===== src/sbs_defines.vh =====
// Constants shared by the burst SRAM port design.
// How it works
// RULE1 - Data in and out lanes are 9, 18 or 36 wide; wider lanes unused.
// RULE2 - Return strobes toggle continuously, aligned to read data, even when data is tristated.
// RULE3 - Read data follows output strobes, or input strobes when both output strobes high.
// RULE4 - Data output bus is driven only for accepted reads, otherwise released.
// RULE5 - With loop bypassed, controller waits 1024 idle cycles before any use.
// RULE6 - Controller raises bypass pin after stable clocks, then waits 1024 idle cycles; the bench raises it as clocks start and waits 8 rises for lock.
// RULE7 - With bypass high and unstable clocks, controller stops strobes 30 ns first.
// RULE8 - During clock stop the true output strobe is low 30 ns, never mid-level.
// RULE9 - After any strobe stop, controller waits 1024 idle cycles before accesses.
// RULE10 - Frequency change with loop enabled needs loop reset and 1024 idle cycles.
// RULE11 - The loop locks to input or output strobe pair, which must be clean.
// RULE12 - With loop enabled, controller keeps clocks at or above 100 MHz; the bench model runs its strobes at 12.5 MHz.
// RULE13 - Write taken at true input rise; words captured on true then complement rise.
// RULE14 - Read at edge t gives word0 after complement out rise t+1, word1 after true t+2.
// RULE15 - Request inputs are sampled only on true input strobe rises.
// RULE16 - Data outputs stay released throughout power-up.
// RULE17 - Stopped clocks ideally park true and complement strobes at opposite levels.
// RULE18 - Both requests high start nothing; stopped clock keeps previous state.
// RULE19 - Internal address LSB added; burst order base plus zero then plus one.
// RULE20 - Read and write bursts may run at the same time.
// RULE21 - Write address taken at complement input rise, read address at true rise.
// RULE22 - Each active-low byte enable, per data word, gates writing of its byte.
`ifndef SBS_DEFINES_VH
`define SBS_DEFINES_VH
`define SBS_DATA_W 36
`define SBS_ADDR_W 6
`define SBS_LANE_W 9
`define SBS_LOCK_NOPS 1024
`endif


===== src/sbs_mem.v =====
// Word memory of the burst SRAM port with per-byte write and registered read.
`timescale 1ns/1ps
`default_nettype none
module sbs_mem #(
  parameter AW = 7,
  parameter DW = 36,
  parameter LW = 9
) (
  // Clock
  input wire clk,
  // Write port
  input wire wr_en,
  input wire [AW-1:0] wr_addr,
  input wire [DW-1:0] wr_data,
  input wire [DW/LW-1:0] wr_lane_n,
  // Read port
  input wire [AW-1:0] rd_addr,
  output reg [DW-1:0] rd_data
);
  reg [DW-1:0] mem [0:(1<<AW)-1];
  genvar g;
  generate
    for (g = 0; g < DW/LW; g = g + 1) begin : lane
      always @(posedge clk) begin
        if (wr_en && !wr_lane_n[g]) begin // [RULE22]
          mem[wr_addr][g*LW +: LW] <= wr_data[g*LW +: LW];
        end
      end
    end
  endgenerate
  always @(posedge clk) begin
    rd_data <= mem[rd_addr];
  end
endmodule // sbs_mem
`default_nettype wire


===== src/sbs_port.v =====
// Device side of a two-word burst separate-I/O double data rate static RAM port.
`timescale 1ns/1ps
`default_nettype none
`include "sbs_defines.vh"
module sbs_port #(
  parameter DW = `SBS_DATA_W,
  parameter AW = `SBS_ADDR_W,
  parameter LOCK_NOPS = `SBS_LOCK_NOPS
) (
  // Clock and reset
  input wire core_clk,
  input wire rstn,
  // Strobes from controller
  input wire in_strobe_true,
  input wire in_strobe_inv,
  input wire out_strobe_true,
  input wire out_strobe_inv,
  input wire loop_bypass_n,
  // Requests
  input wire read_n,
  input wire write_n,
  input wire [AW-1:0] addr_in,
  input wire [DW/`SBS_LANE_W-1:0] byte_write_enable_n,
  input wire [DW-1:0] data_in,
  // Read data and return strobes
  output reg [DW-1:0] data_out,
  output reg data_out_oe,
  output reg return_strobe_true,
  output reg return_strobe_inv,
  output reg loop_locked
);
  localparam LW = `SBS_LANE_W;
  localparam NL = DW / LW;
  localparam MW = AW + 1;
  // ==========================================================
  // Pin synchronisers
  // Three stages; an edge counts once stages two and three agree on a change.
  reg [2:0] s_kt, s_kc, s_ct, s_cc;
  reg kt_prev, kc_prev, ct_prev, cc_prev;
  always @(posedge core_clk or negedge rstn) begin
    if (!rstn) begin
      // Complement strobes park high, so their stages reset high to avoid a false rise.
      s_kt <= 3'h0;
      s_kc <= 3'h7;
      s_ct <= 3'h0;
      s_cc <= 3'h7;
      kt_prev <= 1'b0;
      kc_prev <= 1'b1;
      ct_prev <= 1'b0;
      cc_prev <= 1'b1;
    end else begin
      s_kt <= {s_kt[1:0], in_strobe_true};
      s_kc <= {s_kc[1:0], in_strobe_inv};
      s_ct <= {s_ct[1:0], out_strobe_true};
      s_cc <= {s_cc[1:0], out_strobe_inv};
      if (s_kt[1] == s_kt[2]) kt_prev <= s_kt[2];
      if (s_kc[1] == s_kc[2]) kc_prev <= s_kc[2];
      if (s_ct[1] == s_ct[2]) ct_prev <= s_ct[2];
      if (s_cc[1] == s_cc[2]) cc_prev <= s_cc[2];
    end
  end
  wire kt_rise = (s_kt[1] == s_kt[2]) && s_kt[2] && !kt_prev; // [RULE15]
  wire kc_rise = (s_kc[1] == s_kc[2]) && s_kc[2] && !kc_prev;
  wire ct_rise = (s_ct[1] == s_ct[2]) && s_ct[2] && !ct_prev;
  wire cc_rise = (s_cc[1] == s_cc[2]) && s_cc[2] && !cc_prev;
  // Output strobes parked high select the input strobes as output timing.
  wire use_k = s_ct[2] && s_cc[2] && ct_prev && cc_prev; // [RULE3]
  wire o_first = use_k ? kc_rise : cc_rise; // [RULE3]
  wire o_second = use_k ? kt_rise : ct_rise; // [RULE3]
  // ==========================================================
  // Request capture and write burst
  reg wr_pend, wr_second;
  reg [AW-1:0] wr_addr;
  reg [NL-1:0] wr_be0;
  reg [DW-1:0] wr_d0;
  reg mem_we;
  reg [MW-1:0] mem_wa;
  reg [DW-1:0] mem_wd;
  reg [NL-1:0] mem_wbe;
  // Input sampled at one true rise are latched in the same cycle the edge is seen.
  wire [DW-1:0] din_used = data_in & {DW{1'b1}}; // [RULE1]
  always @(posedge core_clk or negedge rstn) begin
    if (!rstn) begin
      wr_pend <= 1'b0;
      wr_second <= 1'b0;
      wr_addr <= {AW{1'b0}};
      wr_be0 <= {NL{1'b1}};
      wr_d0 <= {DW{1'b0}};
      mem_we <= 1'b0;
      mem_wa <= {MW{1'b0}};
      mem_wd <= {DW{1'b0}};
      mem_wbe <= {NL{1'b1}};
    end else begin
      mem_we <= 1'b0;
      if (kt_rise && !write_n) begin // [RULE13] [RULE18]
        wr_pend <= 1'b1;
        wr_be0 <= byte_write_enable_n; // [RULE22]
        wr_d0 <= din_used; // [RULE13]
      end
      if (kc_rise && wr_pend) begin
        wr_pend <= 1'b0;
        wr_addr <= addr_in; // [RULE21]
        wr_second <= 1'b1;
        mem_we <= 1'b1;
        mem_wa <= {addr_in, 1'b0}; // [RULE19]
        mem_wd <= wr_d0;
        mem_wbe <= wr_be0;
        wr_d0 <= din_used; // [RULE13]
        wr_be0 <= byte_write_enable_n; // [RULE22]
      end else if (wr_second) begin
        wr_second <= 1'b0;
        mem_we <= 1'b1;
        mem_wa <= {wr_addr, 1'b1}; // [RULE19]
        mem_wd <= wr_d0;
        mem_wbe <= wr_be0;
      end
    end
  end
  // ==========================================================
  // Read burst, runs independently of the write burst.
  // Phase counts output-strobe edges after the request edge t.
  localparam RD_IDLE = 2'h0;
  localparam RD_WAIT = 2'h1;
  localparam RD_W0 = 2'h2;
  localparam RD_W1 = 2'h3;
  reg [1:0] rd_state;
  reg [AW-1:0] rd_addr;
  reg rd_lsb;
  reg rd_skip;
  wire [DW-1:0] mem_rd;
  reg rd_req_q;
  always @(posedge core_clk or negedge rstn) begin
    if (!rstn) begin
      rd_state <= RD_IDLE;
      rd_addr <= {AW{1'b0}};
      rd_lsb <= 1'b0;
      rd_skip <= 1'b0;
      rd_req_q <= 1'b0;
      data_out <= {DW{1'b0}};
      data_out_oe <= 1'b0; // [RULE16]
    end else begin
      rd_req_q <= 1'b0;
      if (kt_rise && !read_n) begin // [RULE15] [RULE20]
        rd_addr <= addr_in; // [RULE21]
        rd_lsb <= 1'b0;
        rd_skip <= 1'b1;
        rd_state <= RD_WAIT;
        rd_req_q <= 1'b1;
      end else begin
        case (rd_state)
          RD_WAIT: begin
            // The complement edge of cycle t is passed over; word0 waits for cycle t+1.
            if (o_first && !rd_req_q && rd_skip) begin // [RULE14]
              rd_skip <= 1'b0;
              data_out_oe <= 1'b0; // [RULE4]
            end else if (o_first && !rd_req_q) begin // [RULE14]
              data_out <= mem_rd;
              data_out_oe <= 1'b1; // [RULE4]
              rd_lsb <= 1'b1; // [RULE19]
              rd_state <= RD_W0;
            end
          end
          RD_W0: begin
            if (o_second) begin // [RULE14]
              data_out <= mem_rd;
              rd_state <= RD_W1;
            end
          end
          RD_W1: begin
            if (o_first) begin
              data_out_oe <= 1'b0; // [RULE4]
              rd_state <= RD_IDLE;
            end
          end
          default: begin
            data_out_oe <= 1'b0; // [RULE4]
          end
        endcase
      end
    end
  end
  // ==========================================================
  // Return strobes mirror the output timing pair, free running.
  reg [10:0] lock_cnt;
  always @(posedge core_clk or negedge rstn) begin
    if (!rstn) begin
      return_strobe_true <= 1'b0;
      return_strobe_inv <= 1'b1;
      lock_cnt <= 11'h000;
      loop_locked <= 1'b0;
    end else begin
      if (o_second) begin // [RULE2]
        return_strobe_true <= 1'b1;
        return_strobe_inv <= 1'b0;
      end else if (o_first) begin // [RULE2]
        return_strobe_true <= 1'b0;
        return_strobe_inv <= 1'b1;
      end
      // Status only: the loop counts true input strobe rises while enabled, whether or not requests are idle.
      if (!loop_bypass_n) begin
        lock_cnt <= 11'h000;
        loop_locked <= 1'b0;
      end else if (kt_rise && !loop_locked) begin // [RULE11]
        lock_cnt <= lock_cnt + 11'h001;
        if (lock_cnt == LOCK_NOPS[10:0] - 11'h001) loop_locked <= 1'b1;
      end
    end
  end
  sbs_mem #(.AW(MW), .DW(DW), .LW(LW)) u_mem (
    .clk(core_clk),
    .wr_en(mem_we),
    .wr_addr(mem_wa),
    .wr_data(mem_wd),
    .wr_lane_n(mem_wbe),
    .rd_addr({rd_addr, rd_lsb}),
    .rd_data(mem_rd)
  );
endmodule // sbs_port
`default_nettype wire


===== config.mk =====
export PLATFORM = sky130hd
export DESIGN_NAME = sbs_port
export DESIGN_NICKNAME = d
export VERILOG_FILES = /design/src/sbs_mem.v /design/src/sbs_port.v
export VERILOG_INCLUDE_DIRS = /design/src
export SDC_FILE = /design/constraint.sdc
export NUM_CORES = 2
export LEC_CHECK = 0
export BUFFER_PORTS_ARGS = -buffer_cell sky130_fd_sc_hd__buf_2
export CAP_MARGIN = 20
export CORE_UTILIZATION = 45
export CTS_BUF_LIST = sky130_fd_sc_hd__clkbuf_4
export CTS_CLUSTER_DIAMETER = 150
export DETAILED_ROUTE_END_ITERATION = 7
export PLACE_DENSITY = 0.57
export SKIP_CTS_REPAIR_TIMING = 1
export SLEW_MARGIN = 10
export SYNTH_ARGS = -nofsm -noshare
export SYNTH_HDL_FRONTEND = slang
export SYNTH_HIERARCHICAL = 1
export SYNTH_MEMORY_MAX_BITS = 65536
export SYNTH_SLANG_ARGS = --single-unit

===== constraint.sdc =====
create_clock -name core_clk -period 3.31 [get_ports core_clk]
set_input_delay 0.662 -clock core_clk [delete_from_list [all_inputs] [get_ports core_clk]]
set_output_delay 0.662 -clock core_clk [all_outputs]
set_load 0.03 [all_outputs]

# --- Yosys cells after proc, flatten, opt, wreduce, memory -nomap -nowiden ---
# Memories as Yosys holds them, arrays and structs flattened. A register that Yosys moved wholly into a read port is not among the register bits.
# Index checks and enable logic that the tools add are counted.
totals:
  register_bits: 174
  latch_bits: 0
  ram_bits: 4608
  mem_bits_ro: 0
  in_bits: 55
  out_inout_bits: 40
  word_cells: 153
  mem_count: 1
memory_table:
  columns: ["name", "depth", "word_bits", "rd", "rd_ports_with_merged_regs", "wr", "line", "source"]
  rows:
  - ["u_mem.mem", 128, 36, 1, 1, 1, "sbs_mem.v:20", "reg [DW-1:0] mem [0:(1<<AW)-1];"]
op_classes:
  n_addsub: 1
  n_mul: 0
  div: 0
  order_cmp: 0
  eq_ne: 20
  n_shift: 0
  n_mux: 54
  n_bitwise: 2
  n_reduce_logical: 47
ops:
  columns: ["operator", "n"]
  rows:
  - ["36-bit 2-to-1 mux", 7]
  - ["36-bit case mux with 2 select lines", 1]
  - ["1-bit 2-to-1 mux", 31]
  - ["11-bit 2-to-1 mux", 2]
  - ["1-bit logical AND", 21]
  - ["4-bit 2-to-1 mux", 4]
  - ["3-bit != test, second input constant", 5]
  - ["7-bit 2-to-1 mux", 2]
  - ["2-bit nonzero test", 7]
  - ["1-bit zero test", 12]
  - ["11-bit by 1-bit adder with 11-bit output, second input constant", 1]
  - ["11-bit by 10-bit equality test with 1-bit output, second input constant", 1]
  - ["2-bit 2-to-1 mux", 5]
  - ["2-bit != test, second input constant", 5]
  - ["5-bit AND reduction", 2]
  - ["2-bit case mux with 3 select lines", 1]
  - ["1-bit equality test", 4]
  - ["2-bit equality test, second input constant", 2]
  - ["2-bit by 1-bit != test with 1-bit output, second input constant", 2]
  - ["2-bit AND reduction", 2]
  - ["4-bit AND reduction", 1]
  - ["4-bit nonzero test", 1]
  - ["1-bit case mux with 3 select lines", 1]
  - ["3-bit AND reduction", 1]
  - ["other kinds (2)", 3]

# --- Depth between registers and ports, before layout ---
depth:
  depth_word: 9
  ltp_mapped: 9
  ltp_nobuf: 6

# --- Cells and area by module ---
# The synthesis kept the hierarchy.
modules_own_cells:
  columns: ["mod", "instances", "cells_per_inst", "area_each_um2", "seq_area_each_um2"]
  rows:
  - ["sbs_mem", 1, 7277, 177806.8, 139093.4]
  - ["sbs_port", 1, 516, 6789.0, 4375.4]

# --- Worst setup path before layout ---
# Ideal clock, no wire load.
synth_timing:
  path_type: "reg2reg"
  start: "register rd_lsb"
  end: "register u_mem.rd_data[3], read port of u_mem.mem"
  setup_time_ps: 121
  t_arrival_ps: 2910
  t_required_ps: 3189
  slack_ps: 279
  path_stages_with_launch: 8
  path_buffers: 3
  synth_period_minus_slack_ps: 3031
  cell_sequence: "dfrtp_1 buf_2 buf_2 buf_1 mux4_2 mux4_2 mux4_2 mux2_2"
synth_lines:
  columns: ["element", "line", "source"]
  rows:
  - ["start, declared", "sbs_port.v:128", "reg rd_lsb;"]
  - ["start signal, assigned", "sbs_port.v:136", "rd_lsb <= 1'b0;"]
  - ["start signal, assigned", "sbs_port.v:145", "rd_lsb <= 1'b0;"]
  - ["start signal, assigned", "sbs_port.v:159", "rd_lsb <= 1'b1;"]
  - ["end, declared", "sbs_mem.v:18", "output reg [DW-1:0] rd_data"]

==> results.cfg <==
[setup_path]
crit_path_max_fanout = 5
r2r-start = rd_lsb
rr_worst_depth = 9
critPathLaunchType = register
reg2reg_setup_slack_ps = -120
worst_ep_required_time_ps = 4850
r2r_end = u_mem/rd_data[15]
crit_type = reg -> reg
cp-end-kind = register
cp.arrival_ps = 4970

[detailed_routing]
dr.pass1.iters = 8
vias = 96250
vias_per_cell = 5.877
wl_um = 546500
ant_nets = 0
wl_per_cell_um = 33.37
drt-initial-drc-count = 11980
drc_errors = 239

[run_status]
outcome = finished with violations
violations = DRC, setup timing

[cells_and_area]
layout.nets = 10100
layout-drive-gt1-share_pct = 44.90
area_growth_pct = 18.70
fin_area_um2 = 219100
fillCellCount = 31510
multi_input_area_um2 = 39420
final-seq-area_um2 = 143600
instances_no_fill = 16380

[floorplanning]
dieArea_um2 = 412800
core_area_um2 = 407300
pin_count = 95
initial_core_util_pct = 45.33
die_h_um = 642.5
fp-row-count = 234
dieWidth_um = 642.5

[synth]
seq_area_frac_synth_pct = 77.72
yosysMostFrequentCell = edfxtp_1
ys_types = 51
synth_top_area_share_pct = 74.96
synth_top_area_cell = edfxtp_1
synth.area.top_cells = edfxtp_1 (75%), mux4_2 (18%), dfrtp_1 (2.1%)
synth_edf_count = 4608
synthArstFlopShare_pct = 3.611
synth_common_cells = edfxtp_1 (4,608), mux4_2 (1,512), nor2_1 (560), nand2_1 (254), clkbuf_1 (241)
syn_inst = 7793
synth_nets = 7853
syn_avg_cell_area_um2 = 23.69
syn_area_um2 = 184600
ys_ff_latch = 4818
yosysWarnings = 6
synth_top_flop_cell = edfxtp_1

[hold_path]
hold_class = in -> reg
min_delay_path_depth = 3
holdPathEnd = s_kc[0]
hold_start = in_strobe_inv

[place]
place.gp.congestion = 0.8772
place_area_um2 = 199700
hpwl_um = 350600
dp.cells = 13870
portBuffers = 94

[sta]
post-route-min-period_ps = 3429
setup_slack_ps = -118.7
worst_slew_pin_slew_ps = 1338
totalNegativeSetupSlack_ps = -1835
slew_violations = 0
timing.hold.ws_ps = 134.0
hold_viol = 0
fin_crit_sh_pct = 103.6
fin_skew_ps = 153.2
fmax_mhz = 291.7
grt_setup_unrepaired = yes
setup_viol = 41
relSlewSlack_pct = 10.57

[flow_run]
max_cap_violations = 0

[clock_tree]
cts_num_sinks = 4818
path_clk_slew_ps = 60
h-tree-depth = 7
root_buffer = clkbuf_4
clkLatencyLatePin_ps = 1750
cts_made_buffers = 1295
cts_tree = yes
clockBufferDepth = 5

[pwr]
vdd_ir_drop_max_mv = 0.6920
leakage_nw = 72.14
power.density_nw_per_um2 = 812.2

[global_route]
grt_max_degree = 130
gr-usage-all-layers_pct = 26.27
grt_first_pass_wirelength_um = 747000
grt-ovfl-total = 0
grt_pass1_vias = 97140
antenna_found_initial = 79
cell families (layout without fill, tap and decap cells):
logic type               Yosys count  after routing  synth area share (%)
flip-flops                      4818           4818                 77.72
adder cells (fa/ha/maj)            5              5               0.03389
other                              0             96                     0
AO/OA/AOI/OAI                     20             20               0.08405
AND/OR/NAND/NOR                  863            863                 1.838
multiplexers                    1641           1641                 19.29
buffers and inverters            438           3498                0.9910
XOR/XNOR                           8              8               0.03796
how the worst max path moves through the flow:
| stage | startpoint | endpoint | slack, ps | cells after the start |
|---|---|---|---|---|
| after floorplan | rd_lsb | u_mem/rd_data[3] | 280 | 7 |
| after global placement | rd_lsb | u_mem/rd_data[16] | -230 | 7 |
| after detailed placement | rd_lsb | u_mem/rd_data[28] | -240 | 7 |
| after CTS | rd_lsb | u_mem/rd_data[2] | -250 | 7 |
| after global routing | rd_lsb | u_mem/rd_data[27] | -120 | 8 |
| final | rd_lsb | u_mem/rd_data[15] | -120 | 9 |
power by group:
part | switching, mW | internal, mW | leakage [nW] | total, mW
Clock | 23.5 | 26.9 | 9.25 | 50.4
Sequential | 5.91 | 75.9 | 44.2 | 81.8
Combinational | 24.5 | 21.3 | 18.7 | 45.8
Total | 53.9 | 124 | 72.1 | 178
area by class of cell:
class	count	area share [%]
flip-flops and latches	4818	65.55
multi-input cells	2537	17.99
clock buffers	1841	6.308
repair buffers	1377	6.193
well taps	5428	3.100
clock inverters	272	0.7321
diodes	96	0.1096
inverters	8	0.01370
layer usage:
| metal | vias to the layer above | track usage [%] | part of all wire (%) |
|---|---|---|---|
| li1 | 38460 | - | - |
| met1 | 51460 | 34.98 | 39 |
| met2 | 5411 | 39.88 | 47 |
| met3 | 899 | 7.857 | 10 |
| met4 | 20 | 12.45 | 4.2 |
| met5 | - | 0.5550 | 0.049 |
registers in the layout, indices dropped and copies added, names as in the netlist, 4 cells and up:
register	flops
wr_be0	4
wr_addr	6
u_mem/mem	4608
u_mem/rd_data	36
lock_cnt	11
data_out	36
wr_d0	36
mem_wa	7
mem_wbe	4
mem_wd	36
rd_addr	6
metrics by stage:
stage,setup WS [ps],utilization (%),power [mW]
after floorplan,279.1,-,105.1
after global placement,-231.0,48.99,125.0
after detailed placement,-243.3,49.03,125.9
after CTS,-247.3,52.82,176.2
after global routing,-115.2,53.76,184.3
final,-118.7,53.80,178.0
critical path: stages (launching register included):
cell and delay [ps]:
dfrtp_4 570, buf_12 170, buf_12 130, clkbuf_16 180
buf_8 150, buf_12 130, mux4_2 490, mux4_2 540
mux4_2 560, mux2_2 290
layout by cell type, fill, tap and decap left out, types with 5 or more instances in the layout:
| cell | n |
|---|---|
| dfxtp_1 | 36 |
| nor2_1 | 557 |
| mux2_4 | 39 |
| ha_1 | 5 |
| mux2_2 | 89 |
| diode_2 | 96 |
| buf_4 | 895 |
| buf_6 | 35 |
| clkbuf_16 | 27 |
| buf_2 | 93 |
| nor3_1 | 9 |
| xor2_1 | 5 |
| clkbuf_4 | 1841 |
| dfrtp_1 | 109 |
| clkinvlp_4 | 7 |
| buf_8 | 10 |
| dfrtp_4 | 42 |
| inv_1 | 6 |
| bufinv_16 | 20 |
| inv_2 | 25 |
| mux4_2 | 1512 |
| nand2_1 | 249 |
| dfstp_2 | 17 |
| buf_12 | 129 |
| dlygate4sd3_1 | 148 |
| edfxtp_1 | 4608 |
| clkinv_2 | 21 |
| clkinv_1 | 200 |
| dfrtp_2 | 6 |
| buf_16 | 40 |
| nand2b_1 | 5 |
| nand2_2 | 5 |
| nand3_1 | 5 |
Note: power is estimated with default switching activity, not from simulation.
